<file path="config.mk">
export PLATFORM = sky130hd
export DESIGN_NAME = lmd_drive
export DESIGN_NICKNAME = d
export VERILOG_FILES = /design/src/lmd_pkg.sv /design/src/lmd_row_ram.sv /design/src/lmd_drive.sv
export VERILOG_INCLUDE_DIRS = /design/src
export SDC_FILE = /design/constraint.sdc
export NUM_CORES = 1
export LEC_CHECK = 0
export BUFFER_PORTS_ARGS = -buffer_cell sky130_fd_sc_hd__buf_2
export CAP_MARGIN = 30
export CORE_MARGIN = 3
export CORE_UTILIZATION = 50
export DETAILED_ROUTE_END_ITERATION = 12
export PLACE_DENSITY_LB_ADDON = 0.05
export SYNTH_ARGS = -nofsm -noshare
export SYNTH_HDL_FRONTEND = slang
export SYNTH_SLANG_ARGS = --single-unit
export TNS_END_PERCENT = 5
</file>
<file path="constraint.sdc">
create_clock -name clk_i -period 5.5 [get_ports clk_i]
set_input_delay 0.825 -clock clk_i [delete_from_list [all_inputs] [get_ports clk_i]]
set_output_delay 0.825 -clock clk_i [all_outputs]
set_load 0.01 [all_outputs]
</file>
<file path="src/lmd_consts.svh">
`ifndef LMD_CONSTS_SVH
`define LMD_CONSTS_SVH

// ----------------------------------------------------------------
// register offsets (byte addresses)
// ----------------------------------------------------------------
`define LMD_OFF_CTRL      5'h00
`define LMD_OFF_STATUS    5'h04
`define LMD_OFF_ROW       5'h08
`define LMD_OFF_DATA_LO   5'h0C
`define LMD_OFF_DATA_HI   5'h10

// ----------------------------------------------------------------
// field positions and reset values
// ----------------------------------------------------------------
`define LMD_CTRL_MODE_LSB 0
`define LMD_CTRL_HALF_BIT 2
`define LMD_CTRL_EN_BIT   3
`define LMD_RST_MODE      2'h3
`define LMD_RST_HALF      1'h0
`define LMD_RST_EN        1'h0

// ----------------------------------------------------------------
// drive level codes
// ----------------------------------------------------------------
`define LMD_LVL_VSS       2'h0
`define LMD_LVL_V13       2'h1
`define LMD_LVL_V23       2'h2
`define LMD_LVL_VLCD      2'h3

// ----------------------------------------------------------------
// timing
// ----------------------------------------------------------------
`define LMD_SEG_N         60
`define LMD_ROWS          4
`define LMD_FR_DIV        24
`define LMD_FR_LAST       5'h17
`define LMD_SLOT_MUX2     5'h0C
`define LMD_SLOT_MUX3     5'h08
`define LMD_SLOT_MUX4     5'h06
`define LMD_FR_HZ         64
`define LMD_CLK_HZ        125000000
`define LMD_OSC_HALF_CYC  (`LMD_CLK_HZ / (`LMD_FR_HZ * `LMD_FR_DIV * 2))

`endif

</file>
<file path="src/lmd_pkg.sv">
package lmd_pkg;

	typedef enum logic [1:0] {
		MODE_STATIC = 2'b00,
		MODE_MUX2   = 2'b01,
		MODE_MUX3   = 2'b10,
		MODE_MUX4   = 2'b11
	} lmd_mode_t;

	typedef enum logic [1:0] {
		RD_IDLE  = 2'b00,
		RD_FETCH = 2'b01,
		RD_DONE  = 2'b10
	} lmd_rd_t;

	typedef logic [1:0] lmd_lvl_t;

endpackage : lmd_pkg

</file>
<file path="src/lmd_row_ram.sv">
`timescale 1ns/1ps
module lmd_row_ram #(
	parameter int ROWS = 4,
	parameter int W    = 60
) (
	// clock and reset
	input  logic                    clk_i,
	input  logic                    rst_b_i,
	// bit-masked write port
	input  logic [$clog2(ROWS)-1:0] wr_row_i,
	input  logic [W-1:0]            wr_mask_i,
	input  logic [W-1:0]            wr_data_i,
	// read ports, data one cycle after address
	input  logic [$clog2(ROWS)-1:0] rd_a_row_i,
	output logic [W-1:0]            rd_a_data_o,
	input  logic [$clog2(ROWS)-1:0] rd_b_row_i,
	output logic [W-1:0]            rd_b_data_o
);

	typedef struct packed {
		logic [ROWS-1:0][W-1:0] mem;
		logic [W-1:0]           q_a;
		logic [W-1:0]           q_b;
	} lmd_ram_st_t;

	lmd_ram_st_t st_r;
	lmd_ram_st_t st_nxt;

	always_comb begin
		st_nxt = st_r;
		st_nxt.mem[wr_row_i] = (st_r.mem[wr_row_i] & ~wr_mask_i) |
			(wr_data_i & wr_mask_i);
		st_nxt.q_a = st_r.mem[rd_a_row_i];
		st_nxt.q_b = st_r.mem[rd_b_row_i];
	end

	always_ff @(posedge clk_i) begin
		if (!rst_b_i) begin
			st_r <= '0;
		end else begin
			st_r <= st_nxt;
		end
	end

	assign rd_a_data_o = st_r.q_a;
	assign rd_b_data_o = st_r.q_b;

endmodule : lmd_row_ram

</file>
<file path="src/lmd_drive.sv">
// The register addresses and the Avalon-MM register port are this design's own decisions.
`timescale 1ns/1ps
`include "lmd_consts.svh"
// Functional notes
// - static mode: one backplane, two levels, no time slots.
// - 1:2 mode shares each frame between two backplane slots.
// - 1:2 mode runs half bias (three levels) or third bias (four).
// - 1:3 mode shares each frame between three backplane slots.
// - 1:4 mode shares each frame between four backplane slots.
// - 1:3 and 1:4 modes also accept half bias.
// - oscillator select low: internal oscillator times the drive.
// - internal oscillator is driven out on the clock pin.
// - oscillator select high: clock pin is the external clock input.
// - frame rate is the working clock divided by 24.
// - cascaded parts share the active-low sync line to stay aligned.
// - display register holds one RAM row bit per segment.
// - 60 segment outputs from slot timing and display register bits.
// - backplanes follow the mode; 1:4 gives four distinct slots.
// - 1:3 mode: fourth backplane copies the second.
// - 1:2 mode: first equals third, second equals fourth.
// - static mode: all four backplanes identical.
// - RAM row k drives segments during backplane k's slot.
// - after reset: 1:4 mode, display off, all backplane and segment outputs at supply level.
module lmd_drive #(
	parameter int SEG_N    = `LMD_SEG_N,
	parameter int OSC_HALF = `LMD_OSC_HALF_CYC
) (
	// clock and reset
	input  logic                       clk_i,
	input  logic                       rst_b_i,
	// avalon-mm slave
	input  logic [4:0]                 avs_address_i,
	input  logic                       avs_read_i,
	input  logic                       avs_write_i,
	input  logic [3:0]                 avs_byteenable_i,
	input  logic [31:0]                avs_writedata_i,
	output logic [31:0]                avs_readdata_o,
	output logic                       avs_waitrequest_o,
	// clock and cascade pins
	input  logic                       osc_sel_i,
	input  logic                       clk_pin_i,
	output logic                       clk_pin_o,
	output logic                       clk_pin_oe_o,
	input  logic                       sync_n_i,
	output logic                       sync_n_o,
	output logic                       sync_n_oe_o,
	// lcd drive levels
	output lmd_pkg::lmd_lvl_t [3:0]       backplane_outputs_o,
	output lmd_pkg::lmd_lvl_t [SEG_N-1:0] segment_outputs_o
);
	import lmd_pkg::*;

	localparam int OSC_W = $clog2(OSC_HALF + 1);

	// ----------------------------------------------------------------
	// state
	// ----------------------------------------------------------------
	typedef struct packed {
		lmd_mode_t                mode;
		logic                     half;
		logic                     en;
		logic [1:0]               row;
		logic [OSC_W-1:0]         osc_cnt;
		logic                     osc_clk;
		logic                     ext_prev;
		logic [4:0]               fcnt;
		logic                     pol;
		logic [SEG_N-1:0]         disp;
		lmd_rd_t                  rd;
		logic [31:0]              rdata;
		lmd_lvl_t [3:0]           bp;
		lmd_lvl_t [SEG_N-1:0]     seg;
	} lmd_drv_st_t;

	lmd_drv_st_t      st_r;
	lmd_drv_st_t      st_nxt;
	logic             tick;
	logic [4:0]       fcnt_inc;
	logic [1:0]       row_next;
	logic [1:0]       slot;
	logic [31:0]      be32;
	logic             wr_lo;
	logic             wr_hi;
	logic [SEG_N-1:0] ram_wmask;
	logic [SEG_N-1:0] ram_wdata;
	logic [SEG_N-1:0] ram_q_a;
	logic [SEG_N-1:0] ram_q_b;

	// ----------------------------------------------------------------
	// helpers
	// ----------------------------------------------------------------
	function automatic logic [1:0] slot_of(input logic [4:0] cnt,
		input lmd_mode_t mode);
		logic [4:0] q;
		q = 5'h0;
		case (mode)
			MODE_MUX2: q = cnt / `LMD_SLOT_MUX2;
			MODE_MUX3: q = cnt / `LMD_SLOT_MUX3;
			MODE_MUX4: q = cnt / `LMD_SLOT_MUX4;
			default:   q = 5'h0;
		endcase
		return q[1:0];
	endfunction : slot_of

	// row whose slot selects backplane i
	function automatic logic [1:0] bp_row(input logic [1:0] i,
		input lmd_mode_t mode);
		case (mode)
			MODE_MUX4: return i;
			MODE_MUX3: return (i == 2'h3) ? 2'h1 : i;
			MODE_MUX2: return {1'b0, i[0]};
			default:   return 2'h0;
		endcase
	endfunction : bp_row

	function automatic logic [31:0] be_mask(input logic [3:0] be);
		return {{8{be[3]}}, {8{be[2]}}, {8{be[1]}}, {8{be[0]}}};
	endfunction : be_mask

	// ----------------------------------------------------------------
	// working clock
	// ----------------------------------------------------------------
	// internal oscillator is a divider of clk_i; an external clock is
	// edge-detected, so it must be slower than half of clk_i
	assign tick = osc_sel_i ? (clk_pin_i & ~st_r.ext_prev)
		: ((st_r.osc_cnt == '0) & ~st_r.osc_clk);
	assign clk_pin_o    = st_r.osc_clk;
	assign clk_pin_oe_o = ~osc_sel_i;

	// ----------------------------------------------------------------
	// frame timing and cascade
	// ----------------------------------------------------------------
	assign fcnt_inc = (st_r.fcnt == `LMD_FR_LAST) ? 5'h00
		: 5'(st_r.fcnt + 5'h01);
	assign row_next = slot_of(fcnt_inc, st_r.mode);
	assign slot     = slot_of(st_r.fcnt, st_r.mode);
	// open drain: pulled low for the first slice of each frame while the display is enabled
	assign sync_n_o    = 1'b0;
	assign sync_n_oe_o = st_r.en & (st_r.fcnt == 5'h00);

	// ----------------------------------------------------------------
	// bus decode
	// ----------------------------------------------------------------
	assign be32  = be_mask(avs_byteenable_i);
	assign wr_lo = avs_write_i & (avs_address_i == `LMD_OFF_DATA_LO);
	assign wr_hi = avs_write_i & (avs_address_i == `LMD_OFF_DATA_HI);
	assign ram_wmask = wr_lo ? SEG_N'(be32)
		: (wr_hi ? SEG_N'({be32, 32'h0}) : '0);
	assign ram_wdata = wr_lo ? SEG_N'(avs_writedata_i)
		: SEG_N'({avs_writedata_i, 32'h0});
	// reads take two wait cycles so the ram's registered data is ready
	assign avs_waitrequest_o = avs_read_i & (st_r.rd != RD_DONE);
	assign avs_readdata_o    = st_r.rdata;

	lmd_row_ram #(
		.ROWS (`LMD_ROWS),
		.W    (SEG_N)
	) u_ram (
		.clk_i       (clk_i),
		.rst_b_i     (rst_b_i),
		.wr_row_i    (st_r.row),
		.wr_mask_i   (ram_wmask),
		.wr_data_i   (ram_wdata),
		.rd_a_row_i  (st_r.row),
		.rd_a_data_o (ram_q_a),
		.rd_b_row_i  (row_next),
		.rd_b_data_o (ram_q_b)
	);

	// ----------------------------------------------------------------
	// next state
	// ----------------------------------------------------------------
	always_comb begin
		st_nxt = st_r;
		st_nxt.ext_prev = clk_pin_i;
		if (st_r.osc_cnt == '0) begin
			st_nxt.osc_clk = ~st_r.osc_clk;
			st_nxt.osc_cnt = OSC_W'(OSC_HALF - 1);
		end else begin
			st_nxt.osc_cnt = OSC_W'(st_r.osc_cnt - 1'b1);
		end

		if (tick) begin
			// another part is at frame start: line up behind it
			if (!sync_n_i && st_r.fcnt != 5'h00) begin
				st_nxt.fcnt = 5'h01;
			end else begin
				st_nxt.fcnt = fcnt_inc;
				if (st_r.fcnt == `LMD_FR_LAST) begin
					st_nxt.pol = ~st_r.pol;
				end
			end
			st_nxt.disp = ram_q_b;
		end

		// drive levels, one cycle behind the timing state
		for (int i = 0; i < 4; i++) begin
			if (!st_r.en) begin
				st_nxt.bp[i] = `LMD_LVL_VLCD;
			end else if (bp_row(2'(i), st_r.mode) == slot) begin
				st_nxt.bp[i] = st_r.pol ? `LMD_LVL_VLCD
					: `LMD_LVL_VSS;
			end else if (st_r.half) begin
				st_nxt.bp[i] = `LMD_LVL_V13;
			end else begin
				st_nxt.bp[i] = st_r.pol ? `LMD_LVL_V13
					: `LMD_LVL_V23;
			end
		end
		for (int j = 0; j < SEG_N; j++) begin
			if (!st_r.en) begin
				st_nxt.seg[j] = `LMD_LVL_VLCD;
			end else if (st_r.disp[j]) begin
				st_nxt.seg[j] = st_r.pol ? `LMD_LVL_VSS
					: `LMD_LVL_VLCD;
			end else if (st_r.half || st_r.mode == MODE_STATIC) begin
				st_nxt.seg[j] = st_r.pol ? `LMD_LVL_VLCD
					: `LMD_LVL_VSS;
			end else begin
				st_nxt.seg[j] = st_r.pol ? `LMD_LVL_V23
					: `LMD_LVL_V13;
			end
		end

		// register writes
		if (avs_write_i && avs_byteenable_i[0]) begin
			case (avs_address_i)
				`LMD_OFF_CTRL: begin
					st_nxt.mode = lmd_mode_t'(avs_writedata_i[
						`LMD_CTRL_MODE_LSB +: 2]);
					st_nxt.half = avs_writedata_i[`LMD_CTRL_HALF_BIT];
					st_nxt.en   = avs_writedata_i[`LMD_CTRL_EN_BIT];
				end
				`LMD_OFF_ROW: st_nxt.row = avs_writedata_i[1:0];
				default: ;
			endcase
		end

		// register reads
		case (st_r.rd)
			RD_IDLE: begin
				if (avs_read_i) begin
					st_nxt.rd = RD_FETCH;
				end
			end
			RD_FETCH: begin
				st_nxt.rd = RD_DONE;
				case (avs_address_i)
					`LMD_OFF_CTRL: st_nxt.rdata = {28'h0, st_r.en,
						st_r.half, st_r.mode};
					`LMD_OFF_STATUS: st_nxt.rdata = {23'h0, osc_sel_i,
						st_r.pol, slot, st_r.fcnt};
					`LMD_OFF_ROW:     st_nxt.rdata = {30'h0, st_r.row};
					`LMD_OFF_DATA_LO: st_nxt.rdata = 32'(ram_q_a);
					`LMD_OFF_DATA_HI: st_nxt.rdata = 32'(ram_q_a >> 32);
					default:          st_nxt.rdata = 32'h0;
				endcase
			end
			RD_DONE: st_nxt.rd = RD_IDLE;
			default: st_nxt.rd = RD_IDLE;
		endcase
	end

	always_ff @(posedge clk_i) begin
		if (!rst_b_i) begin
			st_r      <= '0;
			st_r.mode <= lmd_mode_t'(`LMD_RST_MODE);
			st_r.half <= `LMD_RST_HALF;
			st_r.en   <= `LMD_RST_EN;
			st_r.bp   <= {4{`LMD_LVL_VLCD}};
			st_r.seg  <= {SEG_N{`LMD_LVL_VLCD}};
		end else begin
			st_r <= st_nxt;
		end
	end

	assign backplane_outputs_o = st_r.bp;
	assign segment_outputs_o   = st_r.seg;
endmodule : lmd_drive

</file>
# After elaboration in Yosys (flattened, before gate mapping)

Index checks and enable logic that the tools add are counted.

Bits in registers: 612
Input bits: 48
Output and inout port bits: 165

Add/subtract/negate cells: 2
Divide/modulo/power cells: 4
$lt $le $gt $ge: 3
Equal/unequal tests: 15
Mux-type cells: 96
Bitwise gates (word level): 16
Reductions and logical operators: 19

Operators with widths:

| operator              | count |
|---|---|
| $mux 60               | 6 |
| $bmux 60 s2           | 2 |
| $bwmux 240            | 1 |
| $pmux 32 s5           | 1 |
| $mux 2                | 76 |
| $and 60x60->60        | 2 |
| $demux 60 s2          | 1 |
| $not 60->60           | 1 |
| $or 60x60->60         | 1 |
| $logic_not 16->1      | 1 |
| $mux 16               | 1 |
| $sub 16x1->16 const B | 1 |
| $pmux 2 s3            | 2 |
| $div 5x3->5 const B   | 2 |
| $div 5x4->5 const B   | 2 |
| $eq 5x4->1 const B    | 2 |
| $eq 5x5->1 const B    | 2 |
| $logic_not 5->1       | 2 |
| $mux 5                | 2 |
| $eq 2x2->1            | 4 |
| $pmux 2 s2            | 2 |
| $and 1x1->1           | 6 |
| $lt 2x3->1 const B    | 2 |
| $not 1->1             | 6 |
| 16 further kinds      | 27 |

# Logic depth before layout (Yosys ltp)

Gate-level depths: netlist (run 1).

Depth after elaboration: 8
Mapped depth: 20

# Cells and area by module

From an unflattened synthesis (run 1), not the netlist that was laid out.

Cell total of the unflattened synthesis: 3198
Area, all modules: 29625.9 um^2

By module, submodules not included:

| module      | instances | cells an instance | area each (um^2) |
|---|---|---|---|
| lmd_row_ram | 1         | 1766              | 17575.6 |
| lmd_drive   | 1         | 1432              | 12050.3 |

# Least setup slack after synthesis (run 1)

Ideal clock, no wire load.

Kind: register to register
Start point: register st_r[223] (netlist name)
End point: register u_ram.st_r, in the netlist u_ram.rd_b_data_o[0]
Data arrival time: 4033 ps
Required time: 5428 ps
Path slack: 1396 ps
Stages on the path, launching flop included: 21
Period minus slack after synthesis: 4104 ps
Path through: dfxtp_1 ha_1 a21oi_1 mux2i_1 inv_1 ha_1 nor2_1 o32a_1 ha_1 o21ai_0 a21oi_1 o21ai_0 ha_1 o21ai_0 o2111ai_1 o21ai_0 a211o_1 a211oi_1 clkbuf_1 buf_2 mux2i_1

Word-level cells in the longest chain between the ends: 6

RTL lines:

| item                                                        | line              | text |
|---|---|---|
| from (decl)                                                 | lmd_drive.sv:75   | `lmd_drv_st_t st_r;` |
| from (signal assigned)                                      | lmd_drive.sv:273  | `st_r <= st_nxt;` |
| $add 5x1->5 / $eq 5x5->1 (equally long branches)            | -                 |  |
| $mux 5 *                                                    | lmd_drive.sv:133  | `` assign fcnt_inc = (st_r.fcnt == `LMD_FR_LAST) ? 5'h00 `` |
| $div 5x3->5 (no line) / $div 5x4->5 (equally long branches) | -                 |  |
| $pmux 2 s3 *                                                | lmd_drive.sv:96   | `case (mode)` |
| $bmux 60 s2 *                                               | lmd_row_ram.sv:34 | `st_nxt.q_b = st_r.mem[rd_b_row_i];` |
| $mux 60 (not written as such) *                             | lmd_row_ram.sv:34 |  |
| to (signal assigned)                                        | lmd_row_ram.sv:41 | `st_r <= st_nxt;` |
| to (decl)                                                   | lmd_row_ram.sv:26 | `lmd_ram_st_t st_r;` |

Mark *: on every way between the ends. The rest lies on a longest branch, timed or not. The select of a mux whose other input is x is not followed.
A chain may end at the register's enable or synchronous reset.

# Final worst setup path (run 1)

Start point: register st_r[223] (netlist name)
End point: register u_ram.st_r, in the netlist u_ram.rd_b_data_o[10]

The elaborated chain is that of the path after synthesis.

==> results of run 1 <==
-- cells in the mapped netlist (all sizes together) (4+ instances only) --
master   number  area share, %
a221oi        6           0.19
xnor2       126            4.0
a22oi         7           0.19
a21oi        15           0.28
inv          18           0.25
a222oi       21           0.77
nor3b       121            3.3
nor4          4          0.092
dfxtp       612             45
o21ai       199            3.7
mux2i       132            4.8
nand2       204            2.8
nor2b         6           0.14
nand3        72            1.3
xor2          7           0.22
a211o         7           0.22
o2111ai       5           0.16
nor3          8           0.15
mux4         60            5.0
o211ai        4           0.11
clkbuf      226            3.1
or3           4          0.092
ha           15           0.69
o31ai         4           0.16
o21a        122            3.4
buf         199            5.1
nor2        376            5.2
and2         66            1.5
a211oi      243            6.7
-- registers in the layout, summed over array words and instances (netlist names) --
signal,count
st_r,91
segment_outputs_o,120
backplane_outputs_o,8
avs_readdata_o,32
clk_pin_o,1
u_ram.rd_b_data_o,60
u_ram.rd_a_data_o,60
u_ram.st_r,240
-- metal layers --
| metal | global-route usage (%) | routed length, um | up-vias |
|---|---|---|---|
| met5 | 0 | 0 | - |
| li1 | - | - | 9912 |
| met1 | 36.0 | 34600 | 9721 |
| met2 | 40.4 | 33700 | 555 |
| met3 | 4.78 | 4430 | 115 |
| met4 | 9.03 | 2540 | 0 |
-- power breakdown --
group | switching [W] | internal (W) | leakage (nW)
clock | 0.00178 | 0.00254 | 1.04
combinational | 0.000345 | 0.000192 | 4.58
sequential | 0.0000709 | 0.00451 | 4.94
total | 0.00219 | 0.00724 | 10.6
-- per-stage QoR --
step           worst slack [ns]  area (sq um)
3_3_place_gp              0.827         27400
4_1_cts                   0.668         29600
5_1_grt                   0.247         29600
2_1_floorplan              1.40         27300
6_report                  0.602         29600
3_5_place_dp              0.703         27400
-- cell usage in the layout, fill, tap and decap left out, types with 71 or more instances in the layout --
master | netlist | final
a211oi_1 | 243 | 242
buf_2 | 12 | 210
clkbuf_16 | 0 | 71
dfxtp_1 | 612 | 609
mux2i_1 | 132 | 132
nand2_1 | 204 | 204
nand3_1 | 72 | 72
nor2_1 | 376 | 374
nor3b_1 | 121 | 121
o21a_1 | 122 | 122
o21ai_0 | 196 | 196
xnor2_1 | 126 | 126
-- path summary, 6_finish.rpt --
| check | slack (ns) | cells after the start | end |
|---|---|---|---|
| max | 0.60 | 19 | u_ram.rd_b_data_o[10] |
| min | 0.45 | 2 | st_r[165] |
| max reg2reg | 0.60 | 19 | u_ram.rd_b_data_o[10] |
| min reg2reg | 0.45 | 2 | st_r[165] |
-- final cells by class --
| type | count | area (sq um) |
|---|---|---|
| tap | 688 | 861 |
| fill | 4817 | 23700 |
| timing repair buffer | 243 | 1470 |
| clock buffer | 106 | 2040 |
| sequential | 612 | 12300 |
| clock inverter | 13 | 72.6 |
| antenna | 1 | 2.50 |
| multi-input combinational | 1882 | 12800 |
| inverter | 19 | 80.1 |
-- worst reg2reg max path: cells and delay by family, from the launching register on --
family | cells | cell delay, ns
AOI/OAI and AO/OA | 10 | 2.14
adders and majority gates | 4 | 1.27
muxes | 2 | 0.48
buffers and inverters | 2 | 0.47
DFF | 1 | 0.42
and+or+nand+nor | 1 | 0.04
-- cell families after synthesis --
kind of cell	Yosys count	synth area share (%)
and+or+nand+nor	882	15.2
AOI/OAI and AO/OA	659	16.6
DFF	612	44.9
buffers and inverters	444	8.48
muxes	192	9.80
xor gates and xnor gates	133	4.27
adders and majority gates	15	0.688
other	1	0.0138
==> results.md, run 1 <==
* Final GP Congestion at 0.906
* Non-Filler Instances at 3,564
* First-pass GRT wire length at 115,000 um
* Max rail drop VDD at 0.000215 V
* Die W at 240 um
* Initial Util at 51.2%
* CTS Buf Count at 69
* WL final at 75,200 um
* Post-cts resize count at 0
* Placed insts at 3,444
* Min Tclk post-route at 4.90 ns
* PwrDens at 319 nW/um^2
* DP HPWL at about 49,000 um
* Status: finished, final reports clean
* Row count at 84
* Slew HR at between 20% and 30%
* Postcts setup bufs at 0
* Top_reg_cell synth: dfxtp_1
* Post-synth EDFFs at 0
* Die Area at 57,400 sq um
* Crit-path slowest cell: dfxtp_1
* Post-synth net total at ~3,000
* Critical-path cell list: ha_1 > a21oi_1 > mux2i_1 > inv_1 > ha_1 > nor2_1 > o32a_1 > ha_1 > o21ai_0 > a21oi_1 > o21ai_0 > ha_1 > o21ai_0 > o2111ai_1 > o21ai_0 > a211o_1 > a211oi_4 > buf_12 > mux2i_1
* Residual DRC count at 0
* Fin. max-slew vios at 0
* Total GRT Usage at about 26%
* Cts hold-fix bufs at 0
* Setup TNS at 0 ns
* Worst Setup SP: st_r[223]
* Crit path max fanout at 33
* Lkg Pwr at about 11 nW
* H-tree depth at 3
* Largest net degree at the start of global routing at around 240
* Max-Cap Viols at 0
* Mean Syn Cell Area at between 9 and 10 sq um
* Reg-to-Reg Start: st_r[223]
* Initial antenna violation count at 2
* Post-synth cell types at 66
* Hold wc startpoint: u_ram.rd_b_data_o[3]
* Buffer and inverter count on the worst path at 2
* Unrepaired setup endpoints after global routing: false
* Antenna viol nets, final at 0
* Finished Core Util at between 50% and 60%
* Mapped Area at 27,300 sq um
* Hold Path Class: reg2reg
* Synthesized instance count at 2,938
* Critical Path Sink Type: flop
* Top delay family on crit path: compound AO/OA/AOI/OAI gates
* Port Buf Inserts at about 210
* Avg Vias per Cell at 5.70
* Initial drt markers at 1,492
* Clk_skew at 0.0128 ns
* Crit path DAT at 5.41 ns
* Final period util at slightly below 90%
* Register bit count reported by yosys at between 600 and 700
* Maximum clock rate at 204 MHz
* Core Region at 53,300 sq um
* CTS Buffer Depth at 3
* I/O pins at 213
* Drt first pass iters at 5
* Yosys warns at 0
* CTS tree: done
* Post-DR wirelength/cell at 21.1 um
* Root Driver: clkbuf_16
* Final Hold Fails at 0
* Critical Path RT at 6.01 ns
* Crit path kind: reg2reg
* Via count at 20,303
* Total power at 0.00944 W
* Die Y at ~240 um
* Area growth, synth to finish at 8.40%
* Grt ovf at 0
* Share of cells above drive strength 1 at 14.7%
* Slowest cell delay on critical path at 0.42 ns
* Asr flop ratio synth at 0%
* CP Launch Type: flop
* Vias in the first global route at 19,039
* Clk sink count at 612
* Clk_lat worst skew at 0.60 ns
* Layout Nets at 2,890
* Final setup vio count at 0
* Register area share after synthesis at 44.9%
* Slew of the pin with the lowest slew margin at 1.09 ns
* Hold slack at between 0.4 and 0.5 ns
* CTS clk-pin slew, worst paths at 0.06 ns
Power figures use the tool's default switching activity.
==> run 2: changes to the inputs <==
Settings changed: CORE_UTILIZATION 50 to 35, SYNTH_HIERARCHICAL set to 1.
==> results.md, run 2 <==
* Worst Setup SP: st_r[224]
* Seq pwr share at 44.8% (-3.7 points)
* Layout Nets at 3,076 (+6.4%)
* Status: finished, final reports clean
* CP Launch Type: flop
* Most frequent cells in the layout: dfxtp_1, nand2_1, mux2i_1
* Die W at 297 um (+24%)
* Clk_skew at 0.0157 ns (+0.00290 ns)
* Yosys warns at 6 (+6)
* Largest net degree at the start of global routing at 223 (-7.5%)
* Drt first pass iters at 6 (+1)
* Die Y at 297 um (+24%)
* Final Hold Fails at 0 (unchanged)
* Register bit count reported by yosys at 612 (unchanged)
* Post-synth EDFFs at 0 (unchanged)
* Post-synth net total at 3,261 (+8.7%)
* CTS clk-pin slew, worst paths at 0.06 ns (about the same)
* Top-count cell post-synth: dfxtp_1
* Share of cells above drive strength 1 at 13.8% (-0.86 points)
* DP HPWL at 57,200 um (+17%)
* Top cells by area, synth: dfxtp_1, mux2i_1, buf_4, nand2_1, xnor2_1
* WL final at 87,800 um (+17%)
* CTS tree: done
* Number of flip-flops under the largest register name at 240 (unchanged)
* Avg Vias per Cell at 5.07 (-11%)
* Critical Path RT at 5.97 ns (-0.04 ns)
* Root Driver: clkbuf_16
* Commonest non-fill, non-tap cell in the layout: dfxtp_1
* Max-Cap Viols at 0 (unchanged)
* H-tree depth at 3 (unchanged)
* Grt ovf at 0 (unchanged)
* Worst R2R End: u_ram/rd_b_data_o[15]
* Port Buf Inserts at 211 (unchanged)
* Mean Syn Cell Area at 9.26 sq um (-0.19%)
* Register with the most flip-flops: u_ram/st_r
* Register area share after synthesis at 41.4% (-3.6 points)
* Min Tclk post-route at 5.01 ns (+0.115 ns)
* Post-synth cell types at 67 (+1.5%)
* Unrepaired setup endpoints after global routing: false
* Area growth, synth to finish at 7.34%
* Clk_lat worst skew at 0.61 ns (about the same)
* Reg-to-Reg Start: st_r[224]
* Cts hold-fix bufs at 0 (unchanged)
* Switching pwr at 0.00240 W (+9.4%)
* Fin. max-slew vios at 0 (unchanged)
* Comb power frac at 5.8% (about the same)
* Mapped Area at 29,600 sq um (+8.6%)
* Yosys top cell area share at 41.4% (-3.6 points)
* Hold Path Class: in2reg
* Residual DRC count at 0 (unchanged)
* Crit path capture: u_ram/rd_b_data_o[15]
* FF-to-FF path depth at 21 (+2)
* Area leader, netlist: dfxtp_1
* Core Region at 83,800 sq um (+57%)
* Maximum clock rate at 200 MHz (-2.3%)
* Via count at 21,317 (+5.0%)
* Finished Core Util at 37.9% (-18 points)
* Vias in the first global route at 21,124 (+11%)
* Antenna viol nets, final at 0 (unchanged)
* Final period util at 91.1% (+2.1 points)
* Final GP Congestion at 0.859 (-5.2%)
* Post-DR wirelength/cell at 20.9 um (-1.1%)
* CTS Buf Count at 77 (+12%)
* Crit path max fanout at 18 (-45%)
* Lkg Pwr at 11.6 nW (+9.9%)
* Initial antenna violation count at 4 (+2)
* Most frequent cells after synthesis: dfxtp_1, nand2_1, mux2i_1
* Initial Util at 35.3% (-16 points)
* Slew HR at 31.7% (+4.3 points)
* PwrDens at 319 nW/um^2 (-0.11%)
* Initial drt markers at 1,387 (-7.0%)
* Final setup vio count at 0 (unchanged)
* Internal power at 0.00774 W (+6.9%)
* Clk sink count at 612 (unchanged)
* Top_reg_cell synth: dfxtp_1
* Synthesized instance count at 3,198 (+8.8%)
* Critical Path Sink Type: flop
* Die Area at 88,200 sq um (+54%)
* Crit path DAT at 5.49 ns (+0.08 ns)
* Setup TNS at 0 ns (unchanged)
* CTS Buffer Depth at 3 (unchanged)
* Max rail drop VDD at 0.000234 V (+8.5%)
* Crit path kind: reg2reg
* Switching part of the total at 23.7% (+0.43 points)
* Total GRT Usage at 19.2% (-6.7 points)
* First-pass GRT wire length at 133,000 um (+16%)
* I/O pins at 213 (unchanged)
* Worst reg2reg setup slack at 0.49 ns (-0.11 ns)
* Asr flop ratio synth at 0% (unchanged)
* Row count at 106 (+26%)
* Clock share of power at 49.4% (+3.6 points)
* Slew of the pin with the lowest slew margin at 1.02 ns (-0.0650 ns)
## run 2: cells by family after synthesis
kind of cell	count (synthesis)	synth area share, %
buffers and inverters	540	12.1
AO/OA/AOI/OAI	315	6.85
multiplexers	494	16.7
adder cells (fa/ha/maj)	15	0.633
other	1	0.0127
XOR/XNOR	132	3.90
flip-flops	612	41.4
AND/OR/NAND/NOR	1089	18.4
## run 2: critical path: stages, from the launching register on
cell and delay (ns):
dfxtp_1 0.45, ha_1 0.33, a21oi_1 0.10, mux2_2 0.32, inv_1 0.15, ha_1 0.18, nor2_1 0.05, or3_1 0.34
and2_1 0.18, ha_1 0.28, o21ai_0 0.10, a211oi_2 0.30, o21bai_1 0.13, xnor2_1 0.15, ha_1 0.28, o21a_1 0.14
a221o_1 0.19, o41ai_2 0.09, a21oi_4 0.37, buf_4 0.42, mux2i_1 0.24, o22ai_1 0.10
## run 2: power by group through the flow
stage | sequential [W] | clock, W | combinational, W
2_1_floorplan | 0.00463 | 0 | 0.000438
3_3_place_gp | 0.00464 | 0 | 0.000584
3_5_place_dp | 0.00464 | 0 | 0.000596
4_1_cts | 0.00454 | 0.00517 | 0.000597
5_1_grt | 0.00455 | 0.00535 | 0.000654
6_report | 0.00455 | 0.00501 | 0.000591
## run 2: how the worst min path moves through the flow
stage                endpoint  slack, ns             startpoint  cells past startpoint
finish              st_r[228]       0.44              clk_pin_i                      2
detailed placement  st_r[217]       0.44  u_ram/rd_b_data_o[55]                      2
floorplan           st_r[160]       0.42              st_r[161]                      1
global route        st_r[228]       0.43              clk_pin_i                      2
global placement    st_r[217]       0.44  u_ram/rd_b_data_o[55]                      2
CTS                 st_r[228]       0.40              clk_pin_i                      2
## run 2: layout make-up
cell class	instances	area, sq um
antenna	3	7.51
clock buffer	114	2320
clock inverter	20	209
fill	8502	52000
inverter	15	57.6
multi-input combinational	2046	13900
sequential	612	12300
tap	1134	1420
timing repair buffer	261	1670
## run 2: metal layers
layer	global-route usage [%]	wire, um	vias to the layer above
met4	5.04	1960	0
met5	0	0	-
met2	28.5	36800	529
met3	3.16	4140	114
met1	28.6	44800	10407
li1	-	-	10267
## run 2: through the flow
step | hold WS (ns) | setup slack [ns] | power (W) | instances | area, sq um
CTS | 0.395 | 0.273 | 0.0103 | 4200 | 31700
global placement | 0.440 | 0.525 | 0.00522 | 4058 | 29000
finish | 0.441 | 0.488 | 0.0101 | 4205 | 31800
detailed placement | 0.439 | 0.359 | 0.00524 | 4066 | 29200
global route | 0.429 | 0.137 | 0.0106 | 4202 | 31800
floorplan | 0.424 | 1.11 | 0.00507 | 3198 | 29600
## run 2: what timing repair did
item / in CTS / in global routing
setup buffers: 0 / 0
endpoints found under the setup margin: 0 / 60
gates resized for setup: 0 / 2
